<file path="src/shared/pcg_pkg.sv">
// Package of register offsets, field positions and reset values for the peripheral clock gate.
package pcg_pkg;

  // Register byte offsets inside the peripheral's address space.
  localparam logic [7:0] PCG_OFF_ENABLE_SET   = 8'h50;
  localparam logic [7:0] PCG_OFF_ENABLE_CLEAR = 8'h54;
  localparam logic [7:0] PCG_OFF_STATUS       = 8'h58;

  // Field positions shared by all three registers.
  localparam int PCG_BIT_PIO  = 0;
  localparam int PCG_BIT_MAIN = 1;

  // Address, data and field widths.
  localparam int PCG_ADDR_W  = 8;
  localparam int PCG_DATA_W  = 32;
  localparam int PCG_CLOCK_N = 2;

  // Both section clocks run after reset.
  localparam logic [1:0] PCG_RESET_RUN = 2'h3;

  // Bus access decode result.
  typedef enum logic [1:0] {
    PCG_REG_NONE,
    PCG_REG_SET,
    PCG_REG_CLEAR,
    PCG_REG_STATUS
  } pcg_reg_t;

  // Decode a byte address into a register selector; unmapped gives none.
  function automatic pcg_reg_t pcg_decode(input logic [PCG_ADDR_W-1:0] addr);
    pcg_reg_t sel;
    sel = PCG_REG_NONE;
    if (addr == PCG_OFF_ENABLE_SET) begin
      sel = PCG_REG_SET;
    end else if (addr == PCG_OFF_ENABLE_CLEAR) begin
      sel = PCG_REG_CLEAR;
    end else if (addr == PCG_OFF_STATUS) begin
      sel = PCG_REG_STATUS;
    end
    return sel;
  endfunction : pcg_decode

endpackage : pcg_pkg

</file>
<file path="src/hw/pcg_gate_cell.sv">
// Glitch-free clock gate cell with a latch-free enable flop on the falling edge.
module pcg_gate_cell (
  input  wire logic clk_i,
  input  wire logic enable_i,
  output logic      gclk_o
);

  logic enable_low;

  // The enable is retimed on the falling edge so the gated clock never shows a runt pulse.
  always_ff @(negedge clk_i) begin
    enable_low <= enable_i;
  end

  // Gated clock: high only while the retimed enable stands.
  assign gclk_o = clk_i & enable_low;

endmodule : pcg_gate_cell

</file>
<file path="src/hw/pcg_apb_decode.sv">
// APB access qualifier and register decode for the clock gate.
module pcg_apb_decode
  import pcg_pkg::*;
(
  input  wire logic                      psel_i,
  input  wire logic                      penable_i,
  input  wire logic                      pwrite_i,
  input  wire logic [pcg_pkg::PCG_ADDR_W-1:0] paddr_i,
  output logic                           wr_set_o,
  output logic                           wr_clear_o,
  output logic                           rd_status_o,
  output logic                           unmapped_o
);

  pcg_reg_t sel;
  logic     access;

  // Access phase of a transfer; the slave always answers in it.
  assign access      = psel_i & penable_i;
  assign sel         = pcg_decode(paddr_i);
  assign wr_set_o    = access & pwrite_i & (sel == PCG_REG_SET);
  assign wr_clear_o  = access & pwrite_i & (sel == PCG_REG_CLEAR);
  assign rd_status_o = access & ~pwrite_i & (sel == PCG_REG_STATUS);
  assign unmapped_o  = access & (sel == PCG_REG_NONE);

endmodule : pcg_apb_decode

</file>
<file path="src/hw/pcg_top.sv">
// Peripheral clock gate: APB set, clear and status registers steering two section clocks.
// Overview of operation
// - A one-bit write to the enable-set register at 0x50 switches on the selected section clocks.
// - A write to the enable-clear register at 0x54 switches off the selected section clocks.
// - The status register at 0x58 reads which section clocks are currently running.
// - Bit 0 stands for the parallel I/O section clock and bit 1 for the main-function clock.
// - A disable stops the clock at once, without waiting for the section to finish its work.
// - A stopped section keeps its state and resumes from it once its clock returns.
// - The shared interrupt logic keeps its clock while either section clock runs.
// - This gating is independent of the global power controller and never touches its settings.
//
// The APB interface to the registers was left to the implementer.
module pcg_top
  import pcg_pkg::*;
(
  input  wire logic                           clk_i,
  input  wire logic                           reset_i,
  input  wire logic                           clk_en_i,
  input  wire logic                           psel_i,
  input  wire logic                           penable_i,
  input  wire logic                           pwrite_i,
  input  wire logic [pcg_pkg::PCG_ADDR_W-1:0] paddr_i,
  input  wire logic [pcg_pkg::PCG_DATA_W-1:0] pwdata_i,
  output logic      [pcg_pkg::PCG_DATA_W-1:0] prdata_o,
  output logic                                pready_o,
  output logic                                pslverr_o,
  output logic                                pio_run_o,
  output logic                                main_run_o,
  output logic                                irq_run_o,
  output logic                                pio_gclk_o,
  output logic                                main_gclk_o,
  output logic                                irq_gclk_o
);

  logic       wr_set;
  logic       wr_clear;
  logic       rd_status;
  logic       unmapped;
  logic [1:0] run;
  logic [1:0] next_run;
  logic       first_phase;

  // Bus decode lives in its own small module so the register file stays readable.
  pcg_apb_decode u_decode (
    .psel_i      (psel_i),
    .penable_i   (penable_i),
    .pwrite_i    (pwrite_i),
    .paddr_i     (paddr_i),
    .wr_set_o    (wr_set),
    .wr_clear_o  (wr_clear),
    .rd_status_o (rd_status),
    .unmapped_o  (unmapped)
  );

  // The slave answers on the second access cycle, so pready is a flop and not a tie.
  assign first_phase = psel_i & penable_i & ~pready_o;

  // Next run state: set bits turn clocks on, clear bits off; a zero changes nothing.
  always_comb begin
    next_run = run;
    if (wr_set && first_phase) begin
      next_run = next_run | pwdata_i[PCG_CLOCK_N-1:0];
    end
    if (wr_clear && first_phase) begin
      next_run = next_run & ~pwdata_i[PCG_CLOCK_N-1:0];
    end
  end

  // Run register; the global power controller has no path into it.
  always_ff @(posedge clk_i) begin
    if (reset_i) begin
      run <= PCG_RESET_RUN;
    end else if (clk_en_i) begin
      run <= next_run;
    end
  end

  // Ready pulses for one cycle after the first access cycle.
  always_ff @(posedge clk_i) begin
    if (reset_i) begin
      pready_o  <= 1'b0;
      pslverr_o <= 1'b0;
    end else if (clk_en_i) begin
      pready_o  <= first_phase;
      pslverr_o <= first_phase & unmapped;
    end
  end

  // Read data: status in the low two bits, the rest zero; write-only offsets read zero.
  always_ff @(posedge clk_i) begin
    if (reset_i) begin
      prdata_o <= '0;
    end else if (clk_en_i) begin
      prdata_o <= '0;
      if (rd_status && first_phase) begin
        prdata_o[PCG_BIT_PIO]  <= run[PCG_BIT_PIO];
        prdata_o[PCG_BIT_MAIN] <= run[PCG_BIT_MAIN];
      end
    end
  end

  // Registered run levels for the sections and the shared interrupt logic.
  always_ff @(posedge clk_i) begin
    if (reset_i) begin
      pio_run_o  <= PCG_RESET_RUN[PCG_BIT_PIO];
      main_run_o <= PCG_RESET_RUN[PCG_BIT_MAIN];
      irq_run_o  <= 1'b1;
    end else if (clk_en_i) begin
      pio_run_o  <= next_run[PCG_BIT_PIO];
      main_run_o <= next_run[PCG_BIT_MAIN];
      irq_run_o  <= next_run[PCG_BIT_PIO] | next_run[PCG_BIT_MAIN];
    end
  end

  // Gated clocks: a section with its clock stopped sees no edges and so holds its state.
  pcg_gate_cell u_gate_pio (
    .clk_i    (clk_i),
    .enable_i (pio_run_o),
    .gclk_o   (pio_gclk_o)
  );

  pcg_gate_cell u_gate_main (
    .clk_i    (clk_i),
    .enable_i (main_run_o),
    .gclk_o   (main_gclk_o)
  );

  pcg_gate_cell u_gate_irq (
    .clk_i    (clk_i),
    .enable_i (irq_run_o),
    .gclk_o   (irq_gclk_o)
  );

endmodule : pcg_top

</file>
<file path="config.mk">
export PLATFORM = sky130hd
export DESIGN_NAME = pcg_top
export DESIGN_NICKNAME = d
export VERILOG_FILES = /design/src/shared/pcg_pkg.sv /design/src/hw/pcg_gate_cell.sv /design/src/hw/pcg_apb_decode.sv /design/src/hw/pcg_top.sv
export SDC_FILE = /design/constraint.sdc
export NUM_CORES = 1
export LEC_CHECK = 0
export BUFFER_PORTS_ARGS = -buffer_cell sky130_fd_sc_hd__buf_2
export CORE_ASPECT_RATIO = 1.2
export CORE_MARGIN = 2
export CORE_UTILIZATION = 32
export DETAILED_ROUTE_END_ITERATION = 8
export PLACE_DENSITY = 0.79
export SLEW_MARGIN = 0
export SYNTH_ARGS = -nofsm -noshare
export SYNTH_HDL_FRONTEND = slang
export SYNTH_SLANG_ARGS = --single-unit
export TNS_END_PERCENT = 1
</file>
<file path="constraint.sdc">
create_clock -name clk_i -period 2.25 [get_ports clk_i]
set_clock_uncertainty 0.15 [all_clocks]
set_input_delay 0.5625 -clock clk_i [delete_from_list [all_inputs] [get_ports clk_i]]
set_output_delay 0.5625 -clock clk_i [all_outputs]
set_load 0.01 [all_outputs]
</file>
### Word level (Yosys, flattened, before mapping)

Cells that the tools add are included.
Widths: inputs -> output; s select.

* eq/ne operators: 6
* multiplexer cells: 6
* bitwise operators: 18
* reduce and logical (&&, ||, !) cells: 4

Operator list (number)
* $eq 8x7->1 const B: 3
* $and 1x1->1: 12
* $mux 2: 6
* $eq 2x2->1 const B: 2
* $logic_and 1x1->1: 3
* $and 2x2->2: 1
* $eq 2x1->1 const B: 1
* $logic_not 2->1: 1
* $not 1->1: 2
* $not 2->2: 1
* $or 2x2->2: 1
* $or 1x1->1: 1

* register bits after elaboration: 12
* input bits: 46
* output and inout bits: 40
* logic and storage cells: 44

### Depth between registers and ports, before layout

Gate-level depths: netlist of run 1.

* word-level depth: 11
* mapped depth: 5

### Modules after synthesis

From an unflattened synthesis of run 1, not the netlist that was laid out.

* cells, all modules: 79
* area total of the unflattened synthesis: 674.4 um2

By module, submodules not included
* pcg_top: times used 1, cells an instance 60, area an instance 508.0 um2, seq. area each 140.1 um2
* pcg_gate_cell: times used 3, cells an instance 3, area an instance 30.0 um2, seq. area each 20.0 um2
* pcg_apb_decode: times used 1, cells an instance 10, area an instance 76.3 um2, seq. area each 0.0 um2

==> results of run 1 <==
## what timing repair did
action	in CTS	in global routing
endpoints found under the hold margin	0	0
setup endpoints to repair	6	6
pin swaps	2	0
cloned	0	0
resized for setup	0	3
## power breakdown
| group | total, mW | switching, mW | internal (mW) |
|---|---|---|---|
| Sequential | 0.181 | 0.00139 | 0.180 |
| Clock | 0.427 | 0.172 | 0.254 |
| Combinational | 0.0598 | 0.0416 | 0.0182 |
## cell usage after synthesis, drive strengths merged
cell / n / share of area
a22o: 2 / 0.025
and3b: 2 / 0.027
dfxtp: 10 / 0.29
or4: 1 / 0.011
a21oi: 3 / 0.021
nor2: 5 / 0.027
a31o: 1 / 0.013
and4bb: 1 / 0.018
nor2b: 2 / 0.018
conb: 1 / 0.0054
nand2b: 2 / 0.018
nand3b: 1 / 0.011
nand2: 3 / 0.016
a32o: 1 / 0.014
clkbuf: 1 / 0.0054
nand3: 1 / 0.0072
a211oi: 1 / 0.011
buf: 31 / 0.33
or4b: 1 / 0.014
nand4: 2 / 0.018
a21o: 1 / 0.011
o21ai: 1 / 0.0072
nor3: 2 / 0.014
mux2i: 2 / 0.029
and2: 4 / 0.038
inv: 1 / 0.0054
## cell type report
class / instances / area (um^2)
fillers: 231 / 1260
multi-input cells: 69 / 372
flip-flops and latches: 10 / 201
repair buffers: 22 / 110
clock buffers: 11 / 77.6
well taps: 30 / 37.5
clock inverters: 4 / 16.3
## worst paths after layout
| kind | from | to | slack [ns] | cells past startpoint |
|---|---|---|---|---|
| setup / recovery | u_gate_irq.enable_low | irq_gclk_o | -0.56 | 2 |
| hold / removal | reset_i | pready_o | 0.31 | 2 |
| setup reg to reg | run[1] | u_gate_main.enable_low | 0.54 | 0 |
| hold reg to reg | prdata_o[0] | prdata_o[0] | 0.32 | 1 |
## per-stage QoR
| step | cell area, um^2 | hold WS, ns | total power, mW | setup slack (ns) | utilization |
|---|---|---|---|---|---|
| CTS | 805 | 0.294 | 0.646 | -0.576 | 0.388 |
| floorplan | 807 | 0.340 | 0.344 | -0.0274 | - |
| global route | 815 | 0.306 | 0.710 | -0.596 | 0.393 |
| detailed placement | 736 | 0.311 | 0.365 | -0.120 | 0.355 |
| finish | 815 | 0.308 | 0.668 | -0.557 | 0.393 |
| global placement | 736 | 0.308 | 0.364 | -0.116 | 0.355 |
## state kept, by name, summed over array words and instances (netlist names)
name	count
irq_run_o	1
prdata_o	2
pready_o	1
pslverr_o	1
run	2
u_gate_irq.enable_low	1
u_gate_main.enable_low	1
u_gate_pio.enable_low	1
## layer usage
layer,share of wire,wire length (um)
met1,0.37,524
met2,0.48,680
met3,0.15,212
met4,0.0028,4
met5,0,0
## logic make-up after synthesis
| family | share of synthesized area |
|---|---|
| AO/OA/AOI/OAI | 0.102 |
| buffers and inverters | 0.340 |
| flip-flops | 0.287 |
| multiplexers | 0.0287 |
| other | 0.00537 |
| AND/OR/NAND/NOR | 0.237 |
==> flow_summary_export.csv, run 1 <==
group,metric,value,unit
status,status,"finished with violations",
status,violations,"negative setup slack",
grt,grtUsageMet3,0.104,
floorplanning,num_rows,18,
hold_path,min_path_type,"primary input to flop",
timing,finalMaxSlewViolations,0,
floorplanning,io_pins,86,
grt,grt_pass1_vias,523,
logic_synthesis,syn-instance-count,83,
grt,grt_pass1_wl,2000,um
logic_synthesis,syn-mean-instance-area,8.41,um^2
setup_path,path_cells,"and2_4 > buf_6",
logic_synthesis,yosysUniqueCellTypes,29,
clocking,hold_buffers,0,
place,numPlacedInstances,135,
drt,route.detailed.drc,0,
drt,detail-route-antenna-nets,0,
drt,vias,609,
setup_path,worst_ep_required_time,1.54,ns
final_layout,layout_common_cells,"30 x conb_1, 24 x buf_2, 9 x dfxtp_1",
clocking,postCtsSetupBuffers,0,
final_layout,fin_nets,162,
grt,antenna_found_initial,0,
timing,setup_viol,6,
floorplanning,die_y,55.2,um
grt,globalRoute.busiestLayer,"met2",
timing,rsz0062_at_grt,"yes",
setup_path,critPathArrivalTime,2.09,ns
final_layout,diodes,0,
clocking,tritoncts,"done",
power,p_leak,0.420,nW
power,power.density,820,mW/mm^2
final_layout,final_common_cell,"conb_1",
timing,tns,-1.67,ns
setup_path,cp_slowest_cell,"dfxtp_2",
floorplanning,dieArea,0.00257,mm^2
drt,dr.first_iter.drc_count,7,
clocking,clk_latency,0.37,ns
setup_path,cp_max_fo,1,
floorplanning,die_x,46.6,um
grt,grt_max_degree,11,
setup_path,crit_path_start_kind,"flop",
setup_path,critPathKind,"flop to primary output",
setup_path,path_buf_inv,1,
place,place_congestion,0.712,
place,port-buffer-count,25,
logic_synthesis,synth_seq_area_share,0.287,
grt,track_usage,0.120,
timing,hold_violations,0,
floorplanning,start_util,0.337,
timing,setup_slack,-0.557,ns
setup_path,endpoint_kind,"primary output",
floorplanning,core-area,0.00207,mm^2
grt,use_met1,0.112,
grt,grt.overflow.total,0,
place,dpl.hpwl,1030,um
drt,drtPass1Iterations,4,
logic_synthesis,synth-seq-cells,10,
drt,viasPerCell,4.17,
setup_path,critPathMaxStageDelay,0.30,ns
clocking,path_clk_slew,0.08,ns
logic_synthesis,yosysWarnings,0,
drt,wirelength,1420,um
grt,grt_util_met2,0.176,
job,cap_violations,0,
drt,wl_per_cell,9.74,um
logic_synthesis,syn_area,698,um^2
setup_path,path_delay_family,"flip-flops",
final_layout,area_delta_synth_final,16.7,%
power,ir_drop,0.000647,V
final_layout,fin_cells,146,
final_layout,drive_gt1_frac,0.328,
Power figures use the tool's default switching activity.
==> inputs of run 2 (changes only) <==
CORE_UTILIZATION = 33   (was 32)
CTS_BUF_LIST = sky130_fd_sc_hd__clkbuf_4 sky130_fd_sc_hd__clkbuf_8   (was unset)
PLACE_DENSITY = 0.82   (was 0.79)
==> run 2 against run 1 <==
  * The run still ends with negative setup slack left
  * Non-clock buffer count stayed put
  * Clock power shrank 5.4%
  * First-iteration DRC count increased by 14%
  * Final cell count down 6.8%
  * Flip-flop and latch count unchanged
  * Worst setup slack worse by 0.018 ns
  * Sequential power about the same
  * Core utilization down 0.052 points
  * Global-route usage rose by 0.87 points
  * Via count rose by 1.3%
  * Sequential share of layout area grew 0.43 points
  * Combinational power is 1% lower
==> flow_summary_export.csv, run 2 (synthesis results as in run 1) <==
group,metric,value,unit
power,p_sw_frac,0.330,
final_layout,area_delta_synth_final,14.0,%
hold_path,min_path_type,"primary input to flop",
floorplanning,die_y,54.4,um
power,p_leak,0.419,nW
grt,track_usage,0.129,
grt,grt_max_degree,11,
setup_path,critPathKind,"flop to primary output",
final_layout,fin_cells,136,
power,p_clk_frac,0.627,
status,violations,"negative setup slack",
final_layout,fin_nets,162,
timing,finalMaxSlewViolations,0,
final_layout,final_core_utilization,0.393,
power,power.density,809,mW/mm^2
final_layout,layout_common_cells,"30 x conb_1, 25 x buf_2, 10 x dfxtp_1",
floorplanning,dieArea,0.00250,mm^2
clocking,hold_buffers,0,
setup_path,endpoint_kind,"primary output",
clocking,tritoncts,"done",
status,status,"finished with violations",
floorplanning,start_util,0.344,
grt,grtUsageMet3,0.0825,
drt,dr.first_iter.drc_count,8,
job,cap_violations,0,
timing,setup_slack,-0.575,ns
drt,wirelength,1370,um
floorplanning,die_x,46.0,um
grt,use_met1,0.129,
timing,hold_violations,0,
hold_path,min_path_cells,2,
drt,vias,617,
hold_path,hold_end,"pslverr_o",
setup_path,r2r_slack,0.53,ns
place,dpl_worst_slack,-0.117,ns
drt,viasPerCell,4.54,
power,power_switching,0.212,mW
place,place_congestion,0.700,
clocking,path_clk_slew,0.08,ns
final_layout,drive_gt1_frac,0.319,
setup_path,crit_path_start_kind,"flop",
drt,drtPass1Iterations,4,
power,seqPwrFrac,0.281,
clocking,clk_latency,0.39,ns
timing,rsz0062_at_grt,"yes",
final_layout,final_common_cell,"conb_1",
grt,globalRoute.busiestLayer,"met2",
grt,antenna_found_initial,0,
setup_path,r2r_end,"irq_run_o",
place,numPlacedInstances,125,
power,internal_power,0.431,mW
grt,grt.overflow.total,0,
drt,route.detailed.drc,0,
place,dpl.hpwl,1020,um
hold_path,min_from,"reset_i",
final_layout,diodes,0,
floorplanning,io_pins,86,
grt,grt_pass1_vias,522,
setup_path,ff2ff_path_depth,4,
setup_path,cp_max_fo,1,
setup_path,worst_ep_required_time,1.54,ns
drt,wl_per_cell,10.0,um
grt,grt_util_met2,0.167,
timing,setup_viol,6,
place,port-buffer-count,25,
timing,holdWs,0.292,ns
grt,grt_pass1_wl,2040,um
power,combPwrFrac,0.092,
final_layout,top_regs,"prdata_o (2), run (2)",
timing,tns,-1.71,ns
setup_path,r2r-start,"pready_o",
floorplanning,num_rows,18,
floorplanning,core-area,0.00203,mm^2
power,ir_drop,0.000406,V
setup_path,critPathArrivalTime,2.11,ns
drt,detail-route-antenna-nets,0,
## run 2: final cells by class
| type | count | area, um^2 |
|---|---|---|
| flip-flops and latches | 10 | 200 |
| fillers | 222 | 1230 |
| clock buffers | 11 | 75.1 |
| clock inverters | 4 | 16.3 |
| repair buffers | 22 | 110 |
| well taps | 20 | 25.0 |
| multi-input cells | 69 | 369 |
## run 2: how the worst max path moves through the flow
stage	from	endpoint	slack, ns	cells past startpoint
5_1_grt	u_gate_irq.enable_low	irq_gclk_o	-0.62	2
3_3_place_gp	u_gate_main.enable_low	main_gclk_o	-0.12	2
2_1_floorplan	u_gate_main.enable_low	main_gclk_o	-0.03	1
4_1_cts	u_gate_irq.enable_low	irq_gclk_o	-0.58	2
3_5_place_dp	u_gate_main.enable_low	main_gclk_o	-0.12	2
6_report	u_gate_irq.enable_low	irq_gclk_o	-0.58	2
## run 2: power groups by stage
stage               logic, mW  clock network (mW)  registers, mW
floorplan              0.0778              0.0806          0.186
global placement       0.0564               0.123          0.185
detailed placement     0.0575               0.123          0.185
CTS                    0.0578               0.420          0.181
global route           0.0670               0.443          0.181
finish                 0.0591               0.404          0.181
## run 2: metal layers
metal	part of all wire	routed length (um)
met2	0.43	584
met1	0.40	548
met4	0.029	40
met3	0.14	193
met5	0	0
## run 2: worst max-delay path, cell delays in order, from the launching register on
cell     delay (ns)
dfxtp_1        0.28
and2_1         0.12
buf_2          0.13
## run 2: metrics by stage
stage          instance area, um^2  power (mW)
6_report                       796       0.644
3_5_place_dp                   723       0.365
4_1_cts                        796       0.659
3_3_place_gp                   723       0.364
5_1_grt                        796       0.691
2_1_floorplan                  807       0.344
## run 2: timing repair
action / 4_1_cts / 5_1_grt
setup buffers: 0 / 0
resized for setup: 0 / 0
gates cloned: 0 / 0
pin swaps: 2 / 0
setup endpoints to repair: 6 / 6
==> inputs of run 3 (changes only) <==
PLACE_DENSITY = 0.88   (was 0.82)
==> run 3 against run 2 <==
  * The run still ends with negative setup slack left
  * Flip-flop and latch count unchanged
  * Worst setup slack better by 0.015 ns
  * Routed wire length decreased by 5.3%
  * Non-clock buffer count stayed put
  * Clock power decreased by 2%
  * Global-route usage fell by 0.60 points
  * Critical path depth unchanged
  * Cell area unchanged
  * Total power is 0.94% lower
  * Register-to-register slack about the same
  * Largest cell class unchanged
  * Largest power group unchanged
==> flow_summary_export.csv, run 3 (synthesis results as in run 1) <==
group,metric,value,unit
status,status,"finished with violations",
status,violations,"negative setup slack",
grt,grt_pass1_vias,511,
timing,setup_viol,6,
timing,finalMaxSlewViolations,0,
power,p_sw_frac,0.324,
floorplanning,dieArea,0.00250,mm^2
hold_path,min_path_cells,2,
setup_path,crit_path_start_kind,"flop",
place,numPlacedInstances,125,
place,place_congestion,0.699,
power,internal_power,0.431,mW
place,dpl.hpwl,949,um
final_layout,top_regs,"prdata_o (2), run (2)",
final_layout,diodes,0,
drt,viasPerCell,4.51,
hold_path,min_path_type,"primary input to flop",
drt,route.detailed.drc,0,
place,port-buffer-count,25,
final_layout,layout_common_cells,"30 x conb_1, 25 x buf_2, 10 x dfxtp_1",
clocking,clk_latency,0.38,ns
setup_path,r2r-start,"pready_o",
final_layout,fin_cells,136,
grt,grt.overflow.total,0,
final_layout,final_common_cell,"conb_1",
setup_path,path_cells,"and2_1 > buf_2",
drt,wirelength,1290,um
setup_path,endpoint_kind,"primary output",
floorplanning,core-area,0.00203,mm^2
clocking,tritoncts,"done",
timing,rsz0062_at_grt,"yes",
floorplanning,num_rows,18,
grt,antenna_found_initial,0,
final_layout,drive_gt1_frac,0.319,
grt,grt_pass1_wl,1970,um
grt,track_usage,0.123,
floorplanning,io_pins,86,
final_layout,fin_nets,162,
floorplanning,start_util,0.344,
setup_path,ff2ff_path_depth,4,
setup_path,r2r_slack,0.52,ns
clocking,path_clk_slew,0.07,ns
power,seqPwrFrac,0.284,
place,dpl_worst_slack,-0.117,ns
drt,wl_per_cell,9.51,um
setup_path,cp_max_fo,1,
timing,setup_slack,-0.561,ns
power,power_switching,0.206,mW
floorplanning,die_x,46.0,um
hold_path,hold_end,"pslverr_o",
job,cap_violations,0,
hold_path,min_from,"reset_i",
final_layout,area_delta_synth_final,14.0,%
setup_path,critPathMaxStageDelay,0.28,ns
setup_path,r2r_end,"irq_run_o",
setup_path,cp_slowest_cell,"dfxtp_1",
power,ir_drop,0.000328,V
setup_path,worst_ep_required_time,1.54,ns
clocking,postCtsSetupBuffers,0,
drt,vias,614,
drt,dr.first_iter.drc_count,11,
floorplanning,die_y,54.4,um
drt,drtPass1Iterations,4,
setup_path,critPathArrivalTime,2.10,ns
setup_path,critPathKind,"flop to primary output",
timing,hold_violations,0,
power,combPwrFrac,0.093,
power,p_leak,0.419,nW
grt,grt_max_degree,11,
drt,detail-route-antenna-nets,0,
power,p_clk_frac,0.623,
power,power.density,801,mW/mm^2
## run 3: cell counts in the layout (fill, tap and decap cells not counted)
No cell type changed its count.
## run 3: metrics by stage
| stage | hold slack [ns] | total power, mW | util | cell area (um^2) | TNS, ns |
|---|---|---|---|---|---|
| 2_1_floorplan | 0.340 | 0.344 | - | 807 | -0.0708 |
| 3_3_place_gp | 0.310 | 0.364 | 0.357 | 723 | -0.332 |
| 3_5_place_dp | 0.316 | 0.365 | 0.357 | 723 | -0.340 |
| 4_1_cts | 0.285 | 0.658 | 0.393 | 796 | -1.73 |
| 5_1_grt | 0.311 | 0.687 | 0.393 | 796 | -1.81 |
| 6_report | 0.299 | 0.638 | 0.393 | 796 | -1.67 |
## run 3: cell type report
class	instances	area, um^2
Fill cell	207	1230
Clock inverter	4	16.3
Clock buffer	11	75.1
Sequential cell	10	200
Tap cell	20	25.0
Multi-Input combinational cell	69	369
Timing Repair Buffer	22	110
## run 3: timing repair
item / in CTS / in global routing
hold buffers: 0 / 0
setup endpoints to repair: 6 / 6
pin swaps: 2 / 0
gates resized for setup: 0 / 0
cloned: 0 / 0
## run 3: power groups by stage
stage	clock (mW)	sequential [mW]	combinational [mW]
4_1_cts	0.419	0.181	0.0576
2_1_floorplan	0.0806	0.186	0.0778
6_report	0.397	0.181	0.0591
5_1_grt	0.439	0.181	0.0672
3_3_place_gp	0.123	0.185	0.0562
3_5_place_dp	0.123	0.185	0.0574
## run 3: worst max-delay path by stage
| stage | start | to | slack, ns | cells past startpoint |
|---|---|---|---|---|
| 2_1_floorplan | u_gate_main.enable_low | main_gclk_o | -0.03 | 1 |
| 3_3_place_gp | u_gate_main.enable_low | main_gclk_o | -0.12 | 2 |
| 3_5_place_dp | u_gate_main.enable_low | main_gclk_o | -0.12 | 2 |
| 4_1_cts | u_gate_irq.enable_low | irq_gclk_o | -0.58 | 2 |
| 5_1_grt | u_gate_irq.enable_low | irq_gclk_o | -0.61 | 2 |
| 6_report | u_gate_irq.enable_low | irq_gclk_o | -0.56 | 2 |
## run 3: worst max-delay path: cells and delay by family, from the launching register on
kind	cells	cell delay, ns
buffers and inverters	1	0.13
flip-flops	1	0.28
AND/OR/NAND/NOR	1	0.12
## run 3: layer usage
metal | share of wire | global-route usage | up-vias
met1 | 0.39 | 0.117 | 265
met4 | 0.0077 | 0.152 | 0
li1 | - | - | 286
met3 | 0.14 | 0.0627 | 2
met5 | 0 | 0 | -
met2 | 0.46 | 0.169 | 61
